`src/occr_params.svh`:
```
`ifndef OCCR_PARAMS_SVH
`define OCCR_PARAMS_SVH
// byte offsets of the two configuration words
`define OCCR_SYNC_OUT7_OFS 12'h000
`define OCCR_SEC_PATH_OFS 12'h004
`define OCCR_SYNC_OUT7_RST 8'hf6
`define OCCR_SEC_PATH_RST 8'h00
// field positions, sync_and_out7_config
`define OCCR_MFS_EN_BIT 7
`define OCCR_FS_EN_BIT 6
`define OCCR_BITS_EN_BIT 5
`define OCCR_COMP_EN_BIT 4
// field positions, secondary_path_pll_config
`define OCCR_AUTO_MUTE_BIT 6
`define OCCR_DUTY_BIT 5
// writable bits of secondary_path_pll_config, top bit unused
`define OCCR_SEC_PATH_MASK 8'h7f
`define OCCR_RESP_OKAY 2'b00
`define OCCR_RESP_SLVERR 2'b10
`endif

```
`src/occr_pkg.sv`:
```
package occr_pkg;
   typedef enum logic [3:0] {
      OUT7_OFF = 4'h0,
      OUT7_2K = 4'h1,
      OUT7_8K = 4'h2,
      OUT7_DIG1 = 4'h3
   } occr_out7_base_type;

   typedef struct packed {
      logic multiframe_sync_out_enable;
      logic frame_sync_out_enable;
      logic bits_out_enable;
      logic composite_out_enable;
      logic composite_duty_select;
      logic out7_enable;
      logic out7_from_main_pll;
      logic out7_from_secondary_pll;
      logic [3:0] out7_select;
   } occr_out_ctrl_type;
endpackage

```
`src/occr_output_clock_config_regs.sv`:
```
// How it works
// - 2 kHz multiframe sync driven only when enabled
// - 8 kHz frame sync driven only when enabled
// - bits clock output follows its enable
// - composite clock output follows its enable
// - four-bit code picks output seven source
// - auto mute kills bits/composite on input fail
// - duty bit picks 50:50 or 5:8 composite
// - secondary path register read/write, top bit unused
//
// Chosen here: register access over AXI4-Lite and the register offsets.
`timescale 1ns/1ps
`include "occr_params.svh"
module occr_output_clock_config_regs (
   input wire logic sys_clk,
   input wire logic reset,
   input wire logic [11:0] s_axi_awaddr,
   input wire logic s_axi_awvalid,
   output logic s_axi_awready,
   input wire logic [31:0] s_axi_wdata,
   input wire logic [3:0] s_axi_wstrb,
   input wire logic s_axi_wvalid,
   output logic s_axi_wready,
   output logic [1:0] s_axi_bresp,
   output logic s_axi_bvalid,
   input wire logic s_axi_bready,
   input wire logic [11:0] s_axi_araddr,
   input wire logic s_axi_arvalid,
   output logic s_axi_arready,
   output logic [31:0] s_axi_rdata,
   output logic [1:0] s_axi_rresp,
   output logic s_axi_rvalid,
   input wire logic s_axi_rready,
   input wire logic secondary_inputs_failed,
   output occr_pkg::occr_out_ctrl_type out_ctrl
);
   import occr_pkg::*;

   logic [7:0] sync_cfg_r, sync_cfg_nxt;
   logic [7:0] sec_cfg_r, sec_cfg_nxt;
   logic [11:0] awaddr_r, awaddr_nxt;
   logic aw_held_r, aw_held_nxt;
   logic [7:0] wdata_r, wdata_nxt;
   logic wstrb0_r, wstrb0_nxt;
   logic w_held_r, w_held_nxt;
   logic bvalid_r, bvalid_nxt;
   logic [1:0] bresp_r, bresp_nxt;
   logic rvalid_r, rvalid_nxt;
   logic [1:0] rresp_r, rresp_nxt;
   logic [31:0] rdata_r, rdata_nxt;
   logic fail_meta_r, fail_sync_r;
   occr_out_ctrl_type out_r, out_nxt;
   logic awready_r, awready_nxt;
   logic wready_r, wready_nxt;
   logic arready_r, arready_nxt;

   logic aw_take, w_take, ar_take, do_write;
   logic [11:0] wr_addr;
   logic [7:0] wr_data;
   logic wr_lane0;
   logic mute;
   logic hit_sync, hit_sec;

   // single write in flight: a held half or a waiting response drops that ready
   assign aw_take = s_axi_awvalid && awready_r;
   assign w_take = s_axi_wvalid && wready_r;
   assign ar_take = s_axi_arvalid && arready_r;

   always_comb begin
      wr_addr = aw_held_r ? awaddr_r : s_axi_awaddr;
      wr_data = w_held_r ? wdata_r : s_axi_wdata[7:0];
      wr_lane0 = w_held_r ? wstrb0_r : s_axi_wstrb[0];
      do_write = (aw_held_r || aw_take) && (w_held_r || w_take);
      hit_sync = {wr_addr[11:2], 2'b00} == `OCCR_SYNC_OUT7_OFS;
      hit_sec = {wr_addr[11:2], 2'b00} == `OCCR_SEC_PATH_OFS;
   end

   always_comb begin
      sync_cfg_nxt = sync_cfg_r;
      sec_cfg_nxt = sec_cfg_r;
      awaddr_nxt = awaddr_r;
      aw_held_nxt = aw_held_r;
      wdata_nxt = wdata_r;
      wstrb0_nxt = wstrb0_r;
      w_held_nxt = w_held_r;
      bvalid_nxt = bvalid_r;
      bresp_nxt = bresp_r;
      if (bvalid_r && s_axi_bready) begin
         bvalid_nxt = 1'b0;
      end
      if (aw_take) begin
         awaddr_nxt = s_axi_awaddr;
         aw_held_nxt = 1'b1;
      end
      if (w_take) begin
         wdata_nxt = s_axi_wdata[7:0];
         wstrb0_nxt = s_axi_wstrb[0];
         w_held_nxt = 1'b1;
      end
      if (do_write) begin
         aw_held_nxt = 1'b0;
         w_held_nxt = 1'b0;
         bvalid_nxt = 1'b1;
         bresp_nxt = `OCCR_RESP_OKAY;
         // only byte lane 0 carries register bits; upper lanes are ignored
         if (hit_sync) begin
            if (wr_lane0) begin
               sync_cfg_nxt = wr_data;
            end
         end else if (hit_sec) begin
            if (wr_lane0) begin
               sec_cfg_nxt = wr_data & `OCCR_SEC_PATH_MASK;
            end
         end else begin
            bresp_nxt = `OCCR_RESP_SLVERR;
         end
      end
      // ready follows the state after this edge, so it can come from a flop
      awready_nxt = !aw_held_nxt && !bvalid_nxt;
      wready_nxt = !w_held_nxt && !bvalid_nxt;
   end

   always_comb begin
      rvalid_nxt = rvalid_r;
      rresp_nxt = rresp_r;
      rdata_nxt = rdata_r;
      if (rvalid_r && s_axi_rready) begin
         rvalid_nxt = 1'b0;
      end
      if (ar_take) begin
         rvalid_nxt = 1'b1;
         rresp_nxt = `OCCR_RESP_OKAY;
         if ({s_axi_araddr[11:2], 2'b00} == `OCCR_SYNC_OUT7_OFS) begin
            rdata_nxt = {24'h000000, sync_cfg_r};
         end else if ({s_axi_araddr[11:2], 2'b00} == `OCCR_SEC_PATH_OFS) begin
            rdata_nxt = {24'h000000, sec_cfg_r};
         end else begin
            rdata_nxt = 32'h00000000;
            rresp_nxt = `OCCR_RESP_SLVERR;
         end
      end
      arready_nxt = !rvalid_nxt;
   end

   always_comb begin
      mute = sec_cfg_r[`OCCR_AUTO_MUTE_BIT] && fail_sync_r;
      out_nxt.multiframe_sync_out_enable = sync_cfg_r[`OCCR_MFS_EN_BIT];
      out_nxt.frame_sync_out_enable = sync_cfg_r[`OCCR_FS_EN_BIT];
      out_nxt.bits_out_enable = sync_cfg_r[`OCCR_BITS_EN_BIT] && !mute;
      out_nxt.composite_out_enable = sync_cfg_r[`OCCR_COMP_EN_BIT] && !mute;
      out_nxt.composite_duty_select = sec_cfg_r[`OCCR_DUTY_BIT];
      out_nxt.out7_select = sync_cfg_r[3:0];
      out_nxt.out7_enable = sync_cfg_r[3:0] != OUT7_OFF;
      // codes above the first digital rate come from the analog plls
      out_nxt.out7_from_main_pll = sync_cfg_r[3:0] > OUT7_DIG1 && sync_cfg_r[3:0] < 4'hb;
      out_nxt.out7_from_secondary_pll = sync_cfg_r[3:0] >= 4'hb;
   end

   // write side: both configuration words and the write channel state
   always_ff @(posedge sys_clk) begin
      if (reset) begin
         sync_cfg_r <= `OCCR_SYNC_OUT7_RST;
         sec_cfg_r <= `OCCR_SEC_PATH_RST;
         awaddr_r <= 12'h000;
         aw_held_r <= 1'b0;
         wdata_r <= 8'h00;
         wstrb0_r <= 1'b0;
         w_held_r <= 1'b0;
         bvalid_r <= 1'b0;
         bresp_r <= 2'b00;
         awready_r <= 1'b1;
         wready_r <= 1'b1;
      end else begin
         sync_cfg_r <= sync_cfg_nxt;
         sec_cfg_r <= sec_cfg_nxt;
         awaddr_r <= awaddr_nxt;
         aw_held_r <= aw_held_nxt;
         wdata_r <= wdata_nxt;
         wstrb0_r <= wstrb0_nxt;
         w_held_r <= w_held_nxt;
         bvalid_r <= bvalid_nxt;
         bresp_r <= bresp_nxt;
         awready_r <= awready_nxt;
         wready_r <= wready_nxt;
      end
   end

   assign s_axi_awready = awready_r;
   assign s_axi_wready = wready_r;
   assign s_axi_bvalid = bvalid_r;
   assign s_axi_bresp = bresp_r;

   reset_default_a: assert property (@(posedge sys_clk)
      reset |=> sync_cfg_r == `OCCR_SYNC_OUT7_RST && sec_cfg_r == `OCCR_SEC_PATH_RST)
      else $error("reset defaults not loaded");
   reset_bus_idle_a: assert property (@(posedge sys_clk)
      reset |=> !s_axi_bvalid && s_axi_awready && s_axi_wready)
      else $error("write channel busy after reset");
   write_resp_a: assert property (@(posedge sys_clk) disable iff (reset)
      do_write |=> s_axi_bvalid)
      else $error("write response missing");
   bresp_hold_a: assert property (@(posedge sys_clk) disable iff (reset)
      s_axi_bvalid && !s_axi_bready |=> s_axi_bvalid && $stable(s_axi_bresp))
      else $error("write response dropped before bready");
   write_block_a: assert property (@(posedge sys_clk) disable iff (reset)
      s_axi_bvalid |-> !s_axi_awready && !s_axi_wready)
      else $error("write taken while a response waits");
   sync_write_a: assert property (@(posedge sys_clk) disable iff (reset)
      do_write && wr_lane0 && hit_sync |=> sync_cfg_r == $past(wr_data))
      else $error("sync word write lost");
   sec_write_mask_a: assert property (@(posedge sys_clk) disable iff (reset)
      do_write && wr_lane0 && hit_sec |=> sec_cfg_r == ($past(wr_data) & `OCCR_SEC_PATH_MASK))
      else $error("secondary word write wrong");
   sec_top_zero_a: assert property (@(posedge sys_clk) disable iff (reset)
      !sec_cfg_r[7])
      else $error("unused top bit set");
   no_strobe_keep_a: assert property (@(posedge sys_clk) disable iff (reset)
      do_write && !wr_lane0 |=> $stable(sync_cfg_r) && $stable(sec_cfg_r))
      else $error("write without lane 0 changed a word");
   bad_addr_err_a: assert property (@(posedge sys_clk) disable iff (reset)
      do_write && !hit_sync && !hit_sec |=> s_axi_bresp == `OCCR_RESP_SLVERR)
      else $error("unmapped write not refused");

   // read side: one answer at a time, captured when the address is taken
   always_ff @(posedge sys_clk) begin
      if (reset) begin
         rvalid_r <= 1'b0;
         rresp_r <= 2'b00;
         rdata_r <= 32'h00000000;
         arready_r <= 1'b1;
      end else begin
         rvalid_r <= rvalid_nxt;
         rresp_r <= rresp_nxt;
         rdata_r <= rdata_nxt;
         arready_r <= arready_nxt;
      end
   end

   assign s_axi_arready = arready_r;
   assign s_axi_rvalid = rvalid_r;
   assign s_axi_rresp = rresp_r;
   assign s_axi_rdata = rdata_r;

   read_idle_a: assert property (@(posedge sys_clk)
      reset |=> !s_axi_rvalid && s_axi_arready)
      else $error("read channel busy after reset");
   read_answer_a: assert property (@(posedge sys_clk) disable iff (reset)
      s_axi_arvalid && s_axi_arready |=> s_axi_rvalid)
      else $error("read answer missing");
   rdata_hold_a: assert property (@(posedge sys_clk) disable iff (reset)
      s_axi_rvalid && !s_axi_rready |=>
         s_axi_rvalid && $stable(s_axi_rdata) && $stable(s_axi_rresp))
      else $error("read answer dropped before rready");
   read_block_a: assert property (@(posedge sys_clk) disable iff (reset)
      s_axi_rvalid |-> !s_axi_arready)
      else $error("read taken while an answer waits");

   // failure flag comes from the pll domain, so it passes two flops first
   always_ff @(posedge sys_clk) begin
      if (reset) begin
         fail_meta_r <= 1'b0;
         fail_sync_r <= 1'b0;
         out_r <= '0;
      end else begin
         fail_meta_r <= secondary_inputs_failed;
         fail_sync_r <= fail_meta_r;
         out_r <= out_nxt;
      end
   end

   assign out_ctrl = out_r;

   mute_blocks_bits_a: assert property (@(posedge sys_clk) disable iff (reset)
      sec_cfg_r[`OCCR_AUTO_MUTE_BIT] && fail_sync_r |=> !out_ctrl.bits_out_enable)
      else $error("bits output not muted on failure");
   mute_blocks_comp_a: assert property (@(posedge sys_clk) disable iff (reset)
      sec_cfg_r[`OCCR_AUTO_MUTE_BIT] && fail_sync_r |=> !out_ctrl.composite_out_enable)
      else $error("composite output not muted on failure");
   // reset also sits in the antecedents: the output flops still hold their
   // cleared value one edge after release, before the decode catches up
   no_mute_follow_a: assert property (@(posedge sys_clk) disable iff (reset)
      !reset && !sec_cfg_r[`OCCR_AUTO_MUTE_BIT] |=>
         out_ctrl.bits_out_enable == $past(sync_cfg_r[`OCCR_BITS_EN_BIT]))
      else $error("bits output ignores its enable");
   comp_follow_a: assert property (@(posedge sys_clk) disable iff (reset)
      !reset && !(sec_cfg_r[`OCCR_AUTO_MUTE_BIT] && fail_sync_r) |=>
         out_ctrl.composite_out_enable == $past(sync_cfg_r[`OCCR_COMP_EN_BIT]))
      else $error("composite output ignores its enable");
   bits_follow_a: assert property (@(posedge sys_clk) disable iff (reset)
      !reset && !fail_sync_r |=>
         out_ctrl.bits_out_enable == $past(sync_cfg_r[`OCCR_BITS_EN_BIT]))
      else $error("bits output ignores its enable with inputs good");
   mfs_follow_a: assert property (@(posedge sys_clk) disable iff (reset)
      !reset |=> out_ctrl.multiframe_sync_out_enable == $past(sync_cfg_r[`OCCR_MFS_EN_BIT]))
      else $error("multiframe sync enable wrong");
   fs_follow_a: assert property (@(posedge sys_clk) disable iff (reset)
      !reset |=> out_ctrl.frame_sync_out_enable == $past(sync_cfg_r[`OCCR_FS_EN_BIT]))
      else $error("frame sync enable wrong");
   duty_follow_a: assert property (@(posedge sys_clk) disable iff (reset)
      !reset |=> out_ctrl.composite_duty_select == $past(sec_cfg_r[`OCCR_DUTY_BIT]))
      else $error("duty select wrong");
   out7_src_a: assert property (@(posedge sys_clk) disable iff (reset)
      sync_cfg_r[3:0] == 4'hf |=> out_ctrl.out7_from_secondary_pll && out_ctrl.out7_enable)
      else $error("output seven source wrong");
   out7_off_a: assert property (@(posedge sys_clk) disable iff (reset)
      !reset && sync_cfg_r[3:0] == 4'h0 |=> !out_ctrl.out7_enable &&
         !out_ctrl.out7_from_main_pll && !out_ctrl.out7_from_secondary_pll)
      else $error("output seven not disabled");
   out7_main_a: assert property (@(posedge sys_clk) disable iff (reset)
      !reset && sync_cfg_r[3:0] inside {[4'h4:4'ha]} |=> out_ctrl.out7_enable &&
         out_ctrl.out7_from_main_pll && !out_ctrl.out7_from_secondary_pll)
      else $error("output seven main pll source wrong");
   out7_select_a: assert property (@(posedge sys_clk) disable iff (reset)
      !reset |=> out_ctrl.out7_select == $past(sync_cfg_r[3:0]))
      else $error("output seven code wrong");
endmodule

```
`config.mk`:
```
export PLATFORM = sky130hd
export DESIGN_NAME = occr_output_clock_config_regs
export DESIGN_NICKNAME = d
export VERILOG_FILES = /design/src/occr_pkg.sv /design/src/occr_output_clock_config_regs.sv
export VERILOG_INCLUDE_DIRS = /design/src
export SDC_FILE = /design/constraint.sdc
export NUM_CORES = 1
export LEC_CHECK = 0
export BUFFER_PORTS_ARGS = -buffer_cell sky130_fd_sc_hd__buf_4
export CAP_MARGIN = 20
export CORE_ASPECT_RATIO = 0.7
export CORE_UTILIZATION = 40
export CTS_CLUSTER_DIAMETER = 120
export CTS_CLUSTER_SIZE = 30
export DETAILED_ROUTE_END_ITERATION = 16
export GPL_ROUTABILITY_DRIVEN = 1
export PLACE_DENSITY_LB_ADDON = 0.1
export SYNTH_ARGS = -nofsm -noshare
export SYNTH_HDL_FRONTEND = slang
export SYNTH_SLANG_ARGS = --single-unit
```
`constraint.sdc`:
```
create_clock -name sys_clk -period 4.05 [get_ports sys_clk]
set_input_delay 0 -clock sys_clk [delete_from_list [all_inputs] [get_ports sys_clk]]
set_output_delay 0 -clock sys_clk [all_outputs]
set_load 0.005 [all_outputs]
```
* Word-level counts from Yosys, hierarchy flattened
Index checks and enable logic that the tools add are counted.
Word-level totals: logic and storage cells 73, bits of input ports 68, bits in registers 93, output and inout port bits 53
Cells by class: reductions and logical operators 24, mux-type cells 17, magnitude comparators 3, equal/unequal tests 2, bitwise operators 1
Operator list (number):
- 10-bit by 1-bit == test with 1-bit output, second input constant | 2
- 10-bit zero test | 2
- 8-bit two-way mux | 2
- 1-bit logical AND | 12
- 12-bit two-way mux | 1
- 1-bit two-way mux | 9
- 2-bit two-way mux | 4
- 7-bit two-way mux | 1
- 1-bit zero test | 5
- 4-bit >= comparator, second input constant | 1
- 4-bit by 2-bit > comparator with 1-bit output, second input constant | 1
- 4-bit < comparator, second input constant | 1
- 4-bit AND reduction | 1
- 4-bit nonzero test | 1
- 3-bit AND reduction | 1
- 1-bit logical OR | 2
- 1-bit inverter | 1

* Depth between registers and ports, before layout
word-level depth 6, gate-level depth with buffers 6, mapped depth without buffers 5

* Worst setup path before layout
OpenSTA, ideal clock, no wires.
path kind register -> register, from reg aw_held_r, to reg sec_cfg_r[5], slack 2.247 ns, stages on the path, launching flop included 5, clock period less this slack 1.803 ns, library setup time 0.121 ns, arrival 1.682 ns, data required time 3.929 ns, path buffers 0, cell sequence dfxtp_1 > nor4b_2 > nand2_1 > a2111oi_4 > mux2_4
Between the ends: longest elaborated chain between the ends 4, elaborated cells on any way between the ends 7, classes of those cells eq/ne (1); mux (1); bitwise (1); reduce/logical (4)
Ends and longest elaborated chain:
- start: declaration | RTL line occr_output_clock_config_regs.sv:42 | logic aw_held_r, aw_held_nxt;
- start signal: assignment | RTL line occr_output_clock_config_regs.sv:177 | aw_held_r <= aw_held_nxt;
- 12-bit two-way mux | RTL line occr_output_clock_config_regs.sv:70 | wr_addr = aw_held_r ? awaddr_r : s_axi_awaddr;
- 10-bit zero test (no line)
- 1-bit inverter (no line)
- 4-bit AND reduction (no line) (*)
- end signal: assignment | RTL line occr_output_clock_config_regs.sv:163 | sec_cfg_r <= `OCCR_SEC_PATH_RST;
- end signal: assignment | RTL line occr_output_clock_config_regs.sv:175 | sec_cfg_r <= sec_cfg_nxt;
- end: declaration | RTL line occr_output_clock_config_regs.sv:40 | logic [7:0] sec_cfg_r, sec_cfg_nxt;
Every way passes the cells marked *; elsewhere a longest branch is shown, timed or not. A chain may end at the register's enable or synchronous reset.

* Worst setup path after layout
from reg w_held_r, to reg sec_cfg_r[5]
Between the ends: longest elaborated chain between the ends 3, elaborated cells on any way between the ends 5, classes of those cells mux (2); reduce/logical (3)
Ends and longest elaborated chain:
- start: declaration | RTL line occr_output_clock_config_regs.sv:45 | logic w_held_r, w_held_nxt;
- start signal: assignment | RTL line occr_output_clock_config_regs.sv:180 | w_held_r <= w_held_nxt;
- 1-bit logical OR | RTL line occr_output_clock_config_regs.sv:73 | do_write = (aw_held_r || aw_take) && (w_held_r || w_take);
- 1-bit logical AND | RTL line occr_output_clock_config_regs.sv:73
- 4-bit AND reduction (no line)
Parallel ways exist; a longest one is shown, timed or not.

==> metrics.txt <==
core box area 6340 µm²; Commonest cells post-synth dfxtp_1 (65), nand2_1 (49), nor2_1 (30); Die H roughly 70 µm; data required time at the worst endpoint about 4.3 ns; worst hold start s_axi_araddr[7]; Die W between 90 and 100 µm; H-tree depth 3; Layout Skew about 0.007 ns; row count 24; Syn. warnings 0; Post-synth EDFFs 0; Antenna diodes 0; Hold Crit Class in2reg; vias approximately 2.2k; layout cells sized above 1 0.239; WS Path Type reg2reg; root buffer cell clkbuf_8; Placer Congestion 0.716; clock tree buffer depth 2; Reg2Reg Depth 4; Power Dens Cells a little under 400 nW/µm²; GRT overflow 0; latest clock arrival within the worst-skew pair about 0.34 ns; Ports between 100 and 150; final setup fails 0; max_cap viols 0; Max Slew Vio Count 0; input/output buffers 63; Yosys top cell by area dfxtp_1; period utilization 0.542; synthesized cell area 2680 µm²; Synth cell types 30; DP Area just over 3000 µm²; worst-margin pin slew roughly 0.78 ns; dominant cell by count in the synthesized netlist dfxtp_1; final hold vios 0; DR vias/cell 4.55; initial drt markers 80; hold path depth 3; TritonCTS clock tree built; Pleak between 1.5 and 2 nW; FMAX around 0.46 GHz; DPL Wire Length 3860 µm; clock buffer count from CTS 9; NumNets Final 448; drt wl/cell between 10 and 15 µm; Peak VDD IR ~0.20 mV; area delta synth->final 31.7%; outcome completed; gr usage total 0.176; initial antenna violation count 0; initial core utilization 0.422; fin area around 3500 µm²; Worst-path clk slew 0.07 ns; number of fill cells about 610; # clock sinks 65; relative slew slack 0.477; Avg Cell Area, Syn 8.95 µm²; 1st-pass router iterations 4; Worst EP arrival between 2 and 2.5 ns; CP Launch Point w_held_r; first-pass GRT wire length 9470 µm; crit end category flip-flop; die area about 7000 µm²; register bit total from synthesis 65; DRT Wirelength a little under 6000 µm; critical path launch point type flip-flop; CP max FO 13; register area share after synthesis 0.486; predominant post-synthesis flop cell dfxtp_1; vias in the first global route ~1.9k; Period minus WS final 2.20 ns; Async S/R FF share, synth 0; RSZ-0062 raised after global routing false; setup_tns 0 ns; reg2reg start w_held_r; antenna-violating nets left 0; Post-Syn Instances around 300; Yosys top cell area share 0.486; Post-route DRC 0; pin count of the biggest net entering global routing 69; dominant cells by area after synthesis dfxtp_1 (49%), buf_4 (7.3%), nand2_1 (6.9%)
==> layout by cell type (no fill, tap or decap), types with 3 or more instances in the layout <==
cell type and count:
a211oi_1 3, a21o_1 4, a21oi_1 26, a221oi_1 7
and2_1 6, buf_4 63, clkbuf_8 9, clkinvlp_4 3
conb_1 26, dfxtp_1 65, dlygate4sd3_1 22, inv_1 3
mux2_2 7, mux2i_1 15, nand2_1 49, nand2b_1 7
nor2_1 30, nor2b_1 10, nor3_1 9, nor4_1 6
==> logic make-up (layout without fill, tap and decap cells) <==
group | after synthesis | after routing | share of synthesized area
buffers and inverters | 43 | 104 | 0.0972
multiplexers | 23 | 23 | 0.0912
flip-flops | 65 | 65 | 0.486
AO/OA/AOI/OAI | 42 | 42 | 0.103
other | 1 | 26 | 0.00140
AND/OR/NAND/NOR | 125 | 125 | 0.221
==> worst paths after layout <==
kind                    end  slack (ns)
max            sec_cfg_r[5]        1.85
min          s_axi_rresp[1]        0.05
max reg2reg    sec_cfg_r[5]        1.85
min reg2reg     fail_sync_r        0.45
==> what timing repair did <==
item	CTS	global route
setup buffers	0	0
hold buffers	22	0
gates resized for setup	0	0
endpoints found under the hold margin	24	0
==> power breakdown <==
part | internal [mW] | switching (mW) | total (mW)
Clock | 0.282 | 0.253 | 0.536
Sequential | 0.669 | 0.0188 | 0.688
Combinational | 0.0877 | 0.0798 | 0.167
==> routing by layer <==
metal / vias to the layer above / wire (µm) / track usage
met1: 976 / 2930 / 0.249
met5: - / 0 / 0
met4: 0 / 56 / 0.0588
met2: 68 / 2430 / 0.247
met3: 7 / 370 / 0.0601
li1: 1116 / - / -
==> critical path, cell delays in order, from the launching register on <==
cell and delay (ns):
dfxtp_1 0.67, nand2_1 0.14, a21o_1 0.23, a2111oi_4 0.70, mux2_4 0.35
==> stage by stage <==
stage / util / setup slack (ns) / hold WS (ns) / std cells / power, mW
detailed placement: 0.491 / 1.85 / 0.221 / 438 / 0.852
CTS: 0.556 / 1.84 / 0.0297 / 476 / 1.41
global placement: 0.491 / 1.85 / 0.222 / 438 / 0.850
global route: 0.556 / 1.67 / 0.0604 / 476 / 1.46
finish: 0.556 / 1.85 / 0.0480 / 476 / 1.39
floorplan: - / 2.25 / 0.0801 / 324 / 0.801
==> final cells by class <==
type | count | area (µm²) | share of cell area
sequential | 65 | 1300 | 0.369
inverter | 3 | 11.3 | 0.00320
timing repair buffer | 85 | 693 | 0.197
clock buffer | 9 | 124 | 0.0352
clock inverter | 7 | 71.3 | 0.0202
tap | 91 | 114 | 0.0323
multi-input combinational | 216 | 1210 | 0.343
==> registers in the layout, indices dropped and copies added, names as in the netlist <==
register / flops
out_ctrl: 12
awaddr_r: 10
s_axi_rdata: 8
sync_cfg_r: 8
wdata_r: 8
sec_cfg_r: 7
aw_held_r: 1
fail_meta_r: 1
fail_sync_r: 1
s_axi_arready: 1
s_axi_awready: 1
s_axi_bresp: 1
s_axi_bvalid: 1
s_axi_rresp: 1
s_axi_rvalid: 1
s_axi_wready: 1
w_held_r: 1
wstrb0_r: 1
(Power assumes the default switching activity.)
